===== config.mk =====
export PLATFORM = sky130hd
export DESIGN_NAME = system_reset_sources
export DESIGN_NICKNAME = d
export VERILOG_FILES = /design/src/system_reset_sources.v
export VERILOG_INCLUDE_DIRS = /design/src /design/src/src
export SDC_FILE = /design/constraint.sdc
export NUM_CORES = 1
export LEC_CHECK = 0
export ABC_AREA = 1
export BUFFER_PORTS_ARGS = -buffer_cell sky130_fd_sc_hd__buf_2
export CORE_MARGIN = 4
export CORE_UTILIZATION = 52
export DETAILED_ROUTE_END_ITERATION = 8
export PLACE_DENSITY = 0.77
export SYNTH_ARGS = -nofsm -noshare
export SYNTH_HDL_FRONTEND = slang
export SYNTH_SLANG_ARGS = --single-unit

===== constraint.sdc =====
create_clock -name clk -period 1.6 [get_ports clk]
set_clock_uncertainty 0.05 [all_clocks]
set_input_delay 0.16 -clock clk [delete_from_list [all_inputs] [get_ports clk]]
set_output_delay 0.16 -clock clk [all_outputs]
set_load 0.03 [all_outputs]

===== src/reset_sources_consts.vh =====
// named constants for the system reset source block
// assumes inclusion by bare name from the block's source file
`ifndef RESET_SOURCES_CONSTS_VH
`define RESET_SOURCES_CONSTS_VH
// least low time of the reset pin, in system clock periods
`define PIN_LOW_MIN_CYCLES 4
`define PIN_CNT_W 3
`define PIN_CNT_ZERO 3'h0
// idle level of a pin synchroniser: all stages high, pins idle high
`define PIN_SYNC_IDLE 3'h7
// length of the internal reset sequence once a source is seen
`define SEQ_CYCLES 8
`define SEQ_CNT_W 4
`define SEQ_CNT_ZERO 4'h0
// erased value of the watchdog reset option
`define WDT_RESET_ERASED 1'b1
`endif


===== src/system_reset_sources.v =====
// system reset sources: reset pin, watchdog time-out, brown-out (in stop mode only when kept on)
// assumes option bits are stable levels from nonvolatile storage and that
// the watchdog, brown-out, clock select and debugger logic live elsewhere
//
// How it works
// - a low on the external reset pin starts a system reset
// - the reset pin is pulled low while any reset is in progress
// - pin must stay low four clocks before the reset sequence runs
// - stop-mode brown-out enable follows the always-on option bit
// - watchdog time-out resets the system when its option bit reads 1
// - with the option at 0 a watchdog time-out raises an interrupt instead
// - a watchdog-caused reset sets the watchdog cause flag to 1
// - the debug line is only ever driven low, else released
// - an external clock input may be selected as the system clock
`timescale 1ns/100ps
`include "reset_sources_consts.vh"

module system_reset_sources (
  // clock and reset
  input wire clk,
  input wire rst,
  // reset pin, open drain
  input wire resetPinIn,
  output reg resetPinOut,
  output reg resetPinOe,
  // option bits
  input wire brownoutStopKeepOn,
  input wire watchdogResetSelect,
  // power state and sources
  input wire stopMode,
  input wire brownoutDetect,
  input wire watchdogTimeout,
  // clock select
  input wire externalClockSelect,
  output reg externalClockUse,
  // debugger line, open drain
  input wire debugLineIn,
  input wire debugDriveLow,
  output reg debugLineOut,
  output reg debugLineOe,
  output reg debugLineSeen,
  // status towards the core
  input wire causeClear,
  output reg systemReset,
  output reg watchdogIrq,
  output reg brownoutEnable,
  output reg watchdogCauseFlag
);

  // ==========================================================
  // state codes
  localparam [1:0] ST_RUN = 2'b01;
  localparam [1:0] ST_RESET = 2'b10;

  // sequencer state
  reg [1:0] state_q;
  reg [1:0] state_d;

  // input synchronisers, three stages each
  reg [2:0] pinSync_q;
  reg pinLow_q;
  reg [2:0] dbgSync_q;

  // counters and the sticky cause
  reg [`PIN_CNT_W-1:0] lowCnt_q;
  reg [`SEQ_CNT_W-1:0] seqCnt_q;
  reg wdtCause_q;

  // ==========================================================
  // helpers
  // a synchronised level only counts once the last two stages agree
  function stagesAgree;
    input [2:0] stages;
    begin
      stagesAgree = stages[1] == stages[2];
    end
  endfunction

  // ==========================================================
  // source decode
  wire pinAgree = stagesAgree(pinSync_q);
  wire pinLowNow = pinAgree ? ~pinSync_q[2] : pinLow_q;
  wire pinQualified = pinLowNow && (lowCnt_q >= `PIN_LOW_MIN_CYCLES - 1);
  wire wdtReset = watchdogTimeout && watchdogResetSelect;
  // brown-out only counts in stop mode when kept on
  wire brownoutEn = ~stopMode | brownoutStopKeepOn;
  wire bodReset = brownoutDetect && brownoutEn;
  wire anySource = pinQualified | wdtReset | bodReset;

  // ==========================================================
  // pin sampling: three stages, a change counts when the last two agree
  always @(posedge clk or posedge rst) begin
    if (rst) begin
      pinSync_q <= `PIN_SYNC_IDLE;
      dbgSync_q <= `PIN_SYNC_IDLE;
      pinLow_q <= 1'b0;
    end else begin
      // our own pull is masked, else the low we force would hold us in reset
      pinSync_q <= {pinSync_q[1:0], resetPinIn | resetPinOe};
      dbgSync_q <= {dbgSync_q[1:0], debugLineIn};
      pinLow_q <= pinLowNow;
    end
  end

  // ==========================================================
  // low-time counter, saturates at the qualifying count
  always @(posedge clk or posedge rst) begin
    if (rst) begin
      lowCnt_q <= `PIN_CNT_ZERO;
    end else if (!pinLowNow) begin
      lowCnt_q <= `PIN_CNT_ZERO;
    end else if (!pinQualified) begin
      lowCnt_q <= lowCnt_q + 1'b1;
    end
  end

  // ==========================================================
  // reset sequencer; leaves reset once the sequence count ends, as our own pull masks a pin still held low
  always @* begin
    state_d = state_q;
    case (state_q)
      ST_RUN: begin
        if (anySource) begin
          state_d = ST_RESET;
        end
      end
      ST_RESET: begin
        if (!anySource && !pinLowNow && seqCnt_q == `SEQ_CYCLES - 1) begin
          state_d = ST_RUN;
        end
      end
      default: begin
        state_d = ST_RESET;
      end
    endcase
  end

  always @(posedge clk or posedge rst) begin
    if (rst) begin
      state_q <= ST_RESET;
      seqCnt_q <= `SEQ_CNT_ZERO;
    end else begin
      state_q <= state_d;
      // sequence restarts on any new source so the full length always runs
      if (state_q == ST_RUN || anySource) begin
        seqCnt_q <= `SEQ_CNT_ZERO;
      end else if (seqCnt_q != `SEQ_CYCLES - 1) begin
        seqCnt_q <= seqCnt_q + 1'b1;
      end
    end
  end

  // ==========================================================
  // cause flag: a new watchdog reset wins over a clear in the same cycle
  always @(posedge clk or posedge rst) begin
    if (rst) begin
      wdtCause_q <= 1'b0;
    end else if (wdtReset) begin
      wdtCause_q <= 1'b1;
    end else if (causeClear) begin
      wdtCause_q <= 1'b0;
    end
  end

  // ==========================================================
  // reset pin and core reset, both from the next state
  always @(posedge clk or posedge rst) begin
    if (rst) begin
      resetPinOut <= 1'b0;
      resetPinOe <= 1'b1;
      systemReset <= 1'b1;
    end else begin
      resetPinOut <= 1'b0;
      resetPinOe <= state_d == ST_RESET;
      systemReset <= state_d == ST_RESET;
    end
  end

  // ==========================================================
  // watchdog outputs
  // a set shows at once; a clear shows one cycle late
  always @(posedge clk or posedge rst) begin
    if (rst) begin
      watchdogIrq <= 1'b0;
      watchdogCauseFlag <= 1'b0;
    end else begin
      watchdogIrq <= watchdogTimeout && !watchdogResetSelect;
      watchdogCauseFlag <= wdtReset | wdtCause_q;
    end
  end

  // ==========================================================
  // power and clock selection outputs
  always @(posedge clk or posedge rst) begin
    if (rst) begin
      brownoutEnable <= 1'b1;
      externalClockUse <= 1'b0;
    end else begin
      brownoutEnable <= brownoutEn;
      externalClockUse <= externalClockSelect;
    end
  end

  // ==========================================================
  // debug line: only ever pulled low, the pull-up makes the high
  always @(posedge clk or posedge rst) begin
    if (rst) begin
      debugLineOut <= 1'b0;
      debugLineOe <= 1'b0;
      debugLineSeen <= 1'b1;
    end else begin
      debugLineOut <= 1'b0;
      debugLineOe <= debugDriveLow;
      if (stagesAgree(dbgSync_q)) begin
        debugLineSeen <= dbgSync_q[2];
      end
    end
  end

endmodule

After elaboration in Yosys (flattened, before gate mapping) --
Cells that the tools add are included.
Word-level totals: bits of input ports 12, register bits 24, output and inout bits 10, word-level logic and storage cells 54
Operators by class: reductions and logical operators 12, add/sub/neg operators 2, mux-type cells 10, bitwise gates (word level) 7, magnitude comparators 1, eq/ne operators 8
Operator list (count):
- $mux 4 | 2
- $logic_and 1x1->1 | 6
- $mux 3 | 2
- $or 1x1->1 | 5
- $add 4x1->4 const B | 1
- $eq 2x2->1 const B | 2
- $eq 4x3->1 const B | 1
- $mux 2 | 2
- $ne 4x3->1 const B | 1
- $pmux 2 s2 | 1
- $reduce_bool 2->1 | 2
- $add 3x1->3 const B | 1
- $ge 3x2->1 const B | 1
- $logic_not 1->1 | 3
- $mux 1 | 3
- $eq 1x1->1 | 2
- $eq 2x1->1 const B | 1
- $ne 2x2->1 const B | 1
- $not 1->1 | 2
- $logic_or 1x1->1 | 1

Longest topological paths before layout --
Gate-level depths: netlist of the first run.
depth in word-level cells 11, depth in mapped cells 10

Worst setup path after synthesis of the first run --
No wires, ideal clock.
kind reg2reg, start register lowCnt_q[0], end register systemReset, cell stages (with the launch flop) 11, period minus slack after synthesis 1.415 ns, setup slack 0.185 ns, buffers on the path 0, arrival time 1.293 ns, setup time 0.072 ns, data required time 1.478 ns, cells stage by stage dfrtp_1 -> ha_1 -> ha_1 -> inv_1 -> nand3_1 -> nand2_1 -> nand3_1 -> nand2_1 -> nand3_1 -> nand2_1 -> inv_1
On the way: cells in the longest elaborated chain, start to end 10
RTL lines:
- from (decl) | line system_reset_sources.v:65 | reg [`PIN_CNT_W-1:0] lowCnt_q;
- from (signal assigned) | line system_reset_sources.v:109 | lowCnt_q <= `PIN_CNT_ZERO;
- from (signal assigned) | line system_reset_sources.v:111 | lowCnt_q <= `PIN_CNT_ZERO;
- from (signal assigned) | line system_reset_sources.v:113 | lowCnt_q <= lowCnt_q + 1'b1;
- $ge 3x2->1 * | line system_reset_sources.v:83 | wire pinQualified = pinLowNow && (lowCnt_q >= `PIN_LOW_MIN_CYCLES - 1);
- $logic_and 1x1->1 * | line system_reset_sources.v:83
- $or 1x1->1 * (2 in series) | line system_reset_sources.v:88 | wire anySource = pinQualified | wdtReset | bodReset;
- $logic_not 1->1 | line system_reset_sources.v:128 | if (!anySource && !pinLowNow && seqCnt_q == `SEQ_CYCLES - 1) begin
- $logic_and 1x1->1 (2 in series) | line system_reset_sources.v:128
- $mux 2 | line system_reset_sources.v:128
- $pmux 2 s2 * | line system_reset_sources.v:121 | case (state_q)
- $eq 2x2->1 * | line system_reset_sources.v:175 | systemReset <= state_d == ST_RESET;
- to (signal assigned) | line system_reset_sources.v:171 | systemReset <= 1'b1;
- to (signal assigned) | line system_reset_sources.v:175
- to (decl) | line system_reset_sources.v:44 | output reg systemReset,
Every way passes the cells marked *; elsewhere a longest branch is shown, timed or not. A chain may end at the register's enable or synchronous reset.

Final worst setup path of the first run --
start register lowCnt_q[0], end register seqCnt_q[1]
On the way: cells in the longest elaborated chain, start to end 6
RTL lines:
- $ge 3x2->1 * | line system_reset_sources.v:83
- $logic_and 1x1->1 * | line system_reset_sources.v:83
- $or 1x1->1 * (2 in series) | line system_reset_sources.v:88
- $logic_or 1x1->1 * | line system_reset_sources.v:145 | if (state_q == ST_RUN || anySource) begin
- $mux 4 or $reduce_bool 2->1 (tied branches)
- to (signal assigned) | line system_reset_sources.v:141 | seqCnt_q <= `SEQ_CNT_ZERO;
- to (signal assigned) | line system_reset_sources.v:146 | seqCnt_q <= `SEQ_CNT_ZERO;
- to (signal assigned) | line system_reset_sources.v:148 | seqCnt_q <= seqCnt_q + 1'b1;
- to (decl) | line system_reset_sources.v:66 | reg [`SEQ_CNT_W-1:0] seqCnt_q;
Marked as above.

==> results of run 1 <==
-- worst min-delay path: cells and delay by family --
kind	cells	cell delay [ns]
simple gates	1	0.08
buf+inv	2	0.13
-- registers in the layout, summed over array words and instances (netlist names), 2 cells and up --
register   flops
seqCnt_q       4
lowCnt_q       3
dbgSync_q      3
pinSync_q      3
state_q        2
-- per-stage QoR --
| stage | setup slack, ns | power [mW] | hold WS, ns |
|---|---|---|---|
| detailed placement | 0.0289 | 1.12 | 0.107 |
| floorplan | 0.185 | 1.05 | 0.114 |
| finish | 0.0886 | 1.57 | 0.0217 |
| global route | 0.00682 | 1.66 | 0.0348 |
| global placement | 0.101 | 1.11 | 0.102 |
| CTS | 0.0121 | 1.58 | 0.0125 |
-- placed cells by master (no fill, tap or decap), drive strengths merged --
master / count
nand2: 21
buf: 20
inv: 20
dfrtp: 14
dfstp: 10
dlygate4sd3: 9
nand3: 8
nor2: 7
ha: 5
o21ai: 4
a21oi: 4
clkbuf: 3
conb: 2
nand3b: 1
xnor2: 1
or2: 1
maj3: 1
nor3: 1
xor2: 1
bufinv: 1
-- final timing paths --
path	end	slack (ns)	cells past startpoint
min	brownoutEnable	0.02	3
max	seqCnt_q[1]	0.09	7
max reg2reg	seqCnt_q[1]	0.09	7
min in group asynchronous	pinLow_q	0.30	3
max in group asynchronous	state_q[1]	0.59	4
min reg2reg	pinSync_q[1]	0.31	0
-- area by class of cell --
cell class              count  share of cell area
clock buffers               3              0.0169
clock inverters             1              0.0226
inverters                  20              0.0564
multi-input cells          57               0.275
flip-flops and latches     24               0.461
well taps                  25              0.0235
repair buffers             29               0.145
-- what timing repair did --
item	4_1_cts	5_1_grt
hold buffers	9	0
hold endpoints to repair	13	0
setup endpoints to repair	1	7
gates resized for setup	1	6
pin swaps	0	2
-- per-layer routing --
metal | part of all wire | vias to the layer above | global-route usage
met5 | 0 | - | 0
li1 | - | 371 | -
met3 | 0.033 | 2 | 0.0342
met2 | 0.55 | 9 | 0.295
met4 | 0.0087 | 0 | 0.0596
met1 | 0.41 | 338 | 0.180
-- where the power goes --
| part | total, mW | internal [mW] | switching (mW) |
|---|---|---|---|
| Sequential | 0.770 | 0.724 | 0.0461 |
| Clock | 0.429 | 0.253 | 0.176 |
| Combinational | 0.368 | 0.133 | 0.235 |
-- cell families after synthesis --
| group | count (synthesis) | share of synthesized area |
|---|---|---|
| other cells | 1 | 0.00359 |
| fa+ha+maj | 6 | 0.0695 |
| xor+xnor | 2 | 0.0168 |
| compound gates | 8 | 0.0491 |
| buf+inv | 23 | 0.0934 |
| simple gates | 39 | 0.181 |
| flops | 24 | 0.587 |
==> run_results.csv, run 1 <==
group,metric,value,unit
outcome,outcome,"completed",
synth,yosysWarnings,0,
finish,antenna_cells,0,
floorplanning,dieWidth,52.8,um
synth,netlist_instances,103,
global_route,gr-usage-all-layers,0.161,
timing,slew_violations,0,
setup_path,worstPathMaxFanout,4,
timing,fmax,662,MHz
hold_path,hold_class,"in2reg",
finish,design_area,0.00133,mm2
floorplanning,coreArea,0.00182,mm2
finish,layout-drive-gt1-share,0.351,
setup_path,critPathLaunchType,"flop",
timing,min_period_over_period,0.945,
routing,vias,720,
clock_network,cts_tree,"built",
finish,multi_input_area,367,um2
place,numPortBuffers,19,
clock_network,clock_path_buffers,2,
floorplanning,die_h,52.8,um
synth,avgSynthCellArea,10.1,um2
timing,grt_setup_unrepaired,"no",
setup_path,crit_required,1.78,ns
synth,synthArstFlopShare,1.00,
routing,drtAntennaViolNets,0,
setup_path,crit_slowest_cell,"dfrtp_1",
place,gp_congestion,0.851,
hold_path,hold_path_startpoint,"brownoutStopKeepOn",
timing,finalCriticalPeriod,1.51,ns
global_route,grt_pass1_wl,3200,um
run,max-cap-violations,0,
clock_network,clk_latency,0.31,ns
synth,syn_area,0.00104,mm2
power,cellLeakagePower,0.721,nW
floorplanning,ios,22,
synth,yosysSeqAreaShare,0.587,
synth,synth.area.top_cells,"dfrtp_1 (34%), dfstp_2 (25%), inv_1 (6.8%)",
synth,synth_top_area_frac,0.335,
synth,yosysUniqueCellTypes,24,
timing,report.final.setup_viol,0,
synth,synth_edf_count,0,
clock_network,cts_sinks,24,
clock_network,cts_root_buffer,"clkbuf_4",
global_route,grt_antenna_before_repair,0,
setup_path,end_kind,"flop",
floorplanning,initial_core_util,0.574,
finish,fillers,135,
setup_path,crit_buf_inv,1,
timing,tns,0,ns
routing,drc,0,
clock_network,postCtsSetupRepairBufs,0,
routing,drt-pass1-iter-count,2,
place,place_inst,146,
global_route,grt_max_degree,15,
global_route,grt_pass1_vias,754,
timing,hold_viol_final,0,
setup_path,timing.setup.critical_path_class,"reg2reg",
place,place_area,0.00116,mm2
setup_path,cp.arrival,1.69,ns
synth,synth_common_cells,"inv_1 (19), nand2_1 (19), dfrtp_1 (14), dfstp_2 (10), nand3_1 (7)",
routing,detail_route.iter0.violations,10,
routing,wl,1830,um
finish,syn_to_final_growth,27.4,%
finish,nets,152,
finish,final_util,0.731,
clock_network,cts_buffers,3,
setup_path,crit_top_cell,"ha_1",
synth,yosys_most_used_dff,"dfrtp_1",
finish,fin_cells,159,
synth,synth_largest_area_cell,"dfrtp_1",
setup_path,critPathMaxStageDelay,0.43,ns
setup_path,worstPathCellList,"ha_1 > ha_1 > inv_2 > nand3_4 > nand2_4 > nand3b_1 > a21oi_1",
setup_path,startpoint,"lowCnt_q[0]",
setup_path,path_delay_family,"flip-flops",
floorplanning,dieArea,0.00279,mm2
global_route,grt-ovfl-total,0,
floorplanning,placementRows,15,
power,pwr_density_cell,1180,mW/mm2
routing,viasPerCell,4.53,
clock_network,cts_max_level,1,
synth,synth_seq_cells,24,
setup_path,reg2reg_from,"lowCnt_q[0]",
power,irDropWorstVdd,1.01,mV
clock_network,clk_pin_slew_worst_paths,0.14,ns
place,dpl.hpwl,1250,um
routing,post_drt_wl_per_cell,11.5,um
finish,register_area,613,um2
Power figures use the tool's default switching activity.
==> run 2, diff against run 1 <==
- BUFFER_PORTS_ARGS: -buffer_cell sky130_fd_sc_hd__buf_2 -> -buffer_cell sky130_fd_sc_hd__buf_4
- MAX_ROUTING_LAYER: not set -> met4
==> run_results.csv, run 2 (same netlist as run 1, synthesis figures left out) <==
group,metric,value,unit
outcome,outcome,"completed",
finish,largest_reg_flops,4,
timing,finalCriticalPeriod,1.52,ns
clock_network,clock_path_buffers,2,
setup_path,worstPathCellList,"ha_1 > ha_1 > inv_1 > nand3_2 > nand2_2 > nand3b_1 > a21oi_1",
floorplanning,ios,22,
clock_network,cts_sinks,24,
power,cellLeakagePower,0.718,nW
routing,wl,1900,um
run,max-cap-violations,0,
place,gp_congestion,0.828,
finish,final_util,0.742,
routing,viasPerCell,4.60,
finish,fin_cells,160,
timing,fin_ws,0.0757,ns
floorplanning,dieArea,0.00279,mm2
setup_path,crit_slowest_cell,"dfrtp_1",
hold_path,hold_class,"in2reg",
setup_path,timing.setup.critical_path_class,"reg2reg",
finish,final_common_cell,"buf_4",
routing,drc,0,
routing,drtAntennaViolNets,0,
global_route,gr-usage-all-layers,0.175,
setup_path,cp.arrival,1.72,ns
finish,syn_to_final_growth,29.3,%
global_route,grt_pass1_vias,805,
timing,hold_viol_final,0,
timing,min_period_over_period,0.953,
routing,vias,736,
clock_network,cts_tree,"built",
setup_path,worstPathMaxFanout,4,
finish,regMostFlops,"seqCnt_q",
setup_path,critPathMaxStageDelay,0.42,ns
place,place_inst,146,
power,irDropWorstVdd,0.806,mV
floorplanning,die_h,52.8,um
timing,slew_violations,0,
timing,report.final.setup_viol,0,
floorplanning,initial_core_util,0.574,
setup_path,critPathLaunchType,"flop",
power,pwr_density_cell,1100,mW/mm2
place,numPortBuffers,19,
routing,drt-pass1-iter-count,4,
hold_path,holdPathStages,3,
global_route,grt_antenna_before_repair,0,
timing,tns,0,ns
finish,nets,153,
global_route,grt_pass1_wl,3370,um
timing,fmax,656,MHz
finish,antenna_cells,0,
clock_network,cts_root_buffer,"clkbuf_4",
place,dpl.hpwl,1310,um
floorplanning,placementRows,15,
setup_path,crit_required,1.79,ns
floorplanning,coreArea,0.00182,mm2
finish,layout_common_cells,"buf_4 (21), inv_1 (19), nand2_1 (18), dfrtp_1 (14), dfstp_2 (10)",
place,dp_slack,0.0297,ns
clock_network,clk_pin_slew_worst_paths,0.13,ns
clock_network,clk_latency,0.31,ns
finish,layout-drive-gt1-share,0.341,
floorplanning,dieWidth,52.8,um
routing,post_drt_wl_per_cell,11.8,um
timing,hold_ws,0.0235,ns
routing,detail_route.iter0.violations,10,
setup_path,crit_top_cell,"ha_1",
setup_path,reg2reg_depth,7,
setup_path,end_kind,"flop",
global_route,grt_max_degree,16,
clock_network,cts_buffers,3,
global_route,grt-ovfl-total,0,
clock_network,cts_max_level,1,
## run 2: timing repair
item | CTS | global route
hold buffers | 9 | 0
resized for setup | 0 | 3
hold endpoints to repair | 13 | 0
setup buffers | 0 | 1
endpoints found under the setup margin | 0 | 6
## run 2: layer usage
metal  up-vias  routed length (um)  global-route usage
met4         0                  23              0.0638
met1       348                 740               0.181
met3         4                  55              0.0370
met2        11                1080               0.322
li1        373                   -                   -
met5         -                   0                   -
## run 2: worst max-delay path: cells and delay by family, from the launching register on
family,cells,cell delay [ns]
AOI/OAI and AO/OA,1,0.17
adders and majority gates,2,0.38
buffers and inverters,1,0.09
DFF,1,0.42
and+or+nand+nor,3,0.34
## run 2: where the power goes
group / switching [mW] / total, mW / internal (mW)
combinational: 0.230 / 0.389 / 0.159
sequential: 0.0500 / 0.774 / 0.724
clock: 0.181 / 0.320 / 0.139
## run 2: metrics by stage
stage | instance area, um2 | total power [mW]
floorplan | 1050 | 1.05
global placement | 1210 | 1.13
detailed placement | 1210 | 1.15
CTS | 1330 | 1.49
global route | 1350 | 1.58
finish | 1350 | 1.48
## run 2: path summary, 6_finish.rpt
check                                      from                end  slack [ns]
worst max-delay path                lowCnt_q[0]        seqCnt_q[2]        0.08
worst min-delay path            watchdogTimeout  watchdogCauseFlag        0.02
worst max register to register      lowCnt_q[0]        seqCnt_q[2]        0.08
worst min register to register     dbgSync_q[0]       dbgSync_q[1]        0.32
max in group asynchronous                   rst         state_q[1]        0.62
min in group asynchronous                   rst           pinLow_q        0.30
## run 2: final cells by class
class	instances	area (um2)
Clock buffer	4	36.3
Fill cell	137	469
Inverter	20	75.1
Multi-Input combinational cell	57	348
Sequential cell	24	613
Tap cell	25	31.3
Timing Repair Buffer	30	248
==> run 3, diff against run 2 <==
- RECOVER_POWER: not set -> 100
==> run_results.csv, run 3 (same netlist as run 1, synthesis figures left out) <==
group,metric,value,unit
finish,largest_reg_flops,4,
floorplanning,placementRows,15,
finish,final_common_cell,"inv_1",
floorplanning,initial_core_util,0.574,
floorplanning,die_h,52.8,um
finish,nets,153,
power,pwr_density_cell,1100,mW/mm2
clock_network,clk_pin_slew_worst_paths,0.14,ns
finish,design_area,0.00132,mm2
setup_path,timing.setup.critical_path_class,"reg2reg",
finish,antenna_cells,0,
place,gp_congestion,0.828,
hold_path,hold_class,"in2reg",
finish,regMostFlops,"seqCnt_q",
finish,final_util,0.726,
outcome,outcome,"completed",
global_route,grt_pass1_vias,805,
place,dp_slack,0.0297,ns
clock_network,clock_path_buffers,2,
timing,fmax,655,MHz
setup_path,end_kind,"flop",
setup_path,worstPathMaxFanout,4,
global_route,grt_pass1_wl,3370,um
timing,hold_viol_final,0,
global_route,grt_antenna_before_repair,0,
setup_path,crit_required,1.80,ns
run,max-cap-violations,0,
clock_network,cts_root_buffer,"clkbuf_4",
floorplanning,ios,22,
setup_path,cp.arrival,1.72,ns
routing,drt-pass1-iter-count,4,
timing,slew_violations,0,
clock_network,cts_buffers,3,
timing,finalCriticalPeriod,1.53,ns
timing,min_period_over_period,0.954,
global_route,grt-ovfl-total,0,
routing,vias,734,
power,switching_power,0.465,mW
power,clkPwrFrac,0.223,
routing,drtAntennaViolNets,0,
power,power_frac_seq,0.525,
floorplanning,coreArea,0.00182,mm2
finish,syn_to_final_growth,26.6,%
routing,detail_route.iter0.violations,7,
floorplanning,dieArea,0.00279,mm2
power,p_int,0.993,mW
power,cellLeakagePower,0.688,nW
clock_network,cts_sinks,24,
power,irDropWorstVdd,0.816,mV
place,numPortBuffers,19,
power,switching_share,0.319,
floorplanning,dieWidth,52.8,um
place,place_area,0.00121,mm2
timing,tns,0,ns
global_route,grt_max_degree,16,
timing,report.final.setup_viol,0,
routing,drc,0,
finish,layout-drive-gt1-share,0.259,
finish,layout_common_cells,"inv_1 (19), nand2_1 (18), dfrtp_1 (14), clkbuf_4 (10), dlygate4sd3_1 (9)",
clock_network,clk_latency,0.31,ns
setup_path,critPathLaunchType,"flop",
routing,viasPerCell,4.59,
timing,fin_ws,0.0737,ns
routing,post_drt_wl_per_cell,11.8,um
global_route,gr-usage-all-layers,0.175,
place,dpl.hpwl,1310,um
clock_network,cts_max_level,1,
power,p_comb_frac,0.251,
clock_network,cts_tree,"built",
routing,wl,1890,um
==> run 3: cell count changes in the layout (fill, tap and decap cells not counted) <==
cell	before	now
clkbuf_2	0	1
dfstp_1	0	4
dfstp_2	10	6
buf_4	21	6
clkbuf_1	0	7
clkbuf_4	3	10
==> run 3: repair_timing <==
action / 4_1_cts / 5_1_grt
gates resized for setup: 0 / 3
hold buffers: 9 / 0
setup buffers: 0 / 1
setup endpoints to repair: 0 / 6
hold endpoints to repair: 13 / 0
==> run 3: power groups by stage <==
stage	combinational [mW]	sequential, mW	clock [mW]
2_1_floorplan	0.231	0.821	0
3_3_place_gp	0.355	0.780	0
3_5_place_dp	0.367	0.785	0
4_1_cts	0.386	0.774	0.326
5_1_grt	0.411	0.778	0.359
6_report	0.366	0.766	0.326
==> run 3: path summary, 6_finish.rpt <==
kind / endpoint / slack, ns / start / cells after the start
worst min register to register: dbgSync_q[1] / 0.32 / dbgSync_q[0] / 0
worst min-delay path: watchdogCauseFlag / 0.02 / watchdogTimeout / 3
max in group asynchronous: state_q[1] / 0.51 / rst / 4
min in group asynchronous: pinLow_q / 0.29 / rst / 3
worst max-delay path: seqCnt_q[2] / 0.07 / lowCnt_q[0] / 7
worst max register to register: seqCnt_q[2] / 0.07 / lowCnt_q[0] / 7
==> run 3: area by class of cell <==
class                   instances  area, um2
repair buffers                 30        219
clock buffers                   4       36.3
inverters                      20       75.1
multi-input cells              57        348
fillers                       145        498
well taps                      25       31.3
flip-flops and latches         24        613
==> run 3: critical path, cell delays in order (launching register included) <==
cell	delay, ns
dfrtp_1	0.42
ha_1	0.20
ha_1	0.18
inv_1	0.09
nand3_2	0.09
nand2_2	0.09
nand3b_1	0.17
a21oi_1	0.17
==> run 3: stage by stage <==
stage | hold WS, ns | power (mW) | std cells
global route | 0.0375 | 1.55 | 160
detailed placement | 0.105 | 1.15 | 146
CTS | 0.0203 | 1.49 | 159
finish | 0.0208 | 1.46 | 160
global placement | 0.105 | 1.13 | 146
floorplan | 0.114 | 1.05 | 104
==> run 3: layer usage <==
layer / up-vias / track usage / share of wire
met5: - / - / 0
met4: 0 / 0.0638 / 0.012
met3: 4 / 0.0370 / 0.040
met2: 15 / 0.322 / 0.56
met1: 340 / 0.181 / 0.38
li1: 375 / - / -
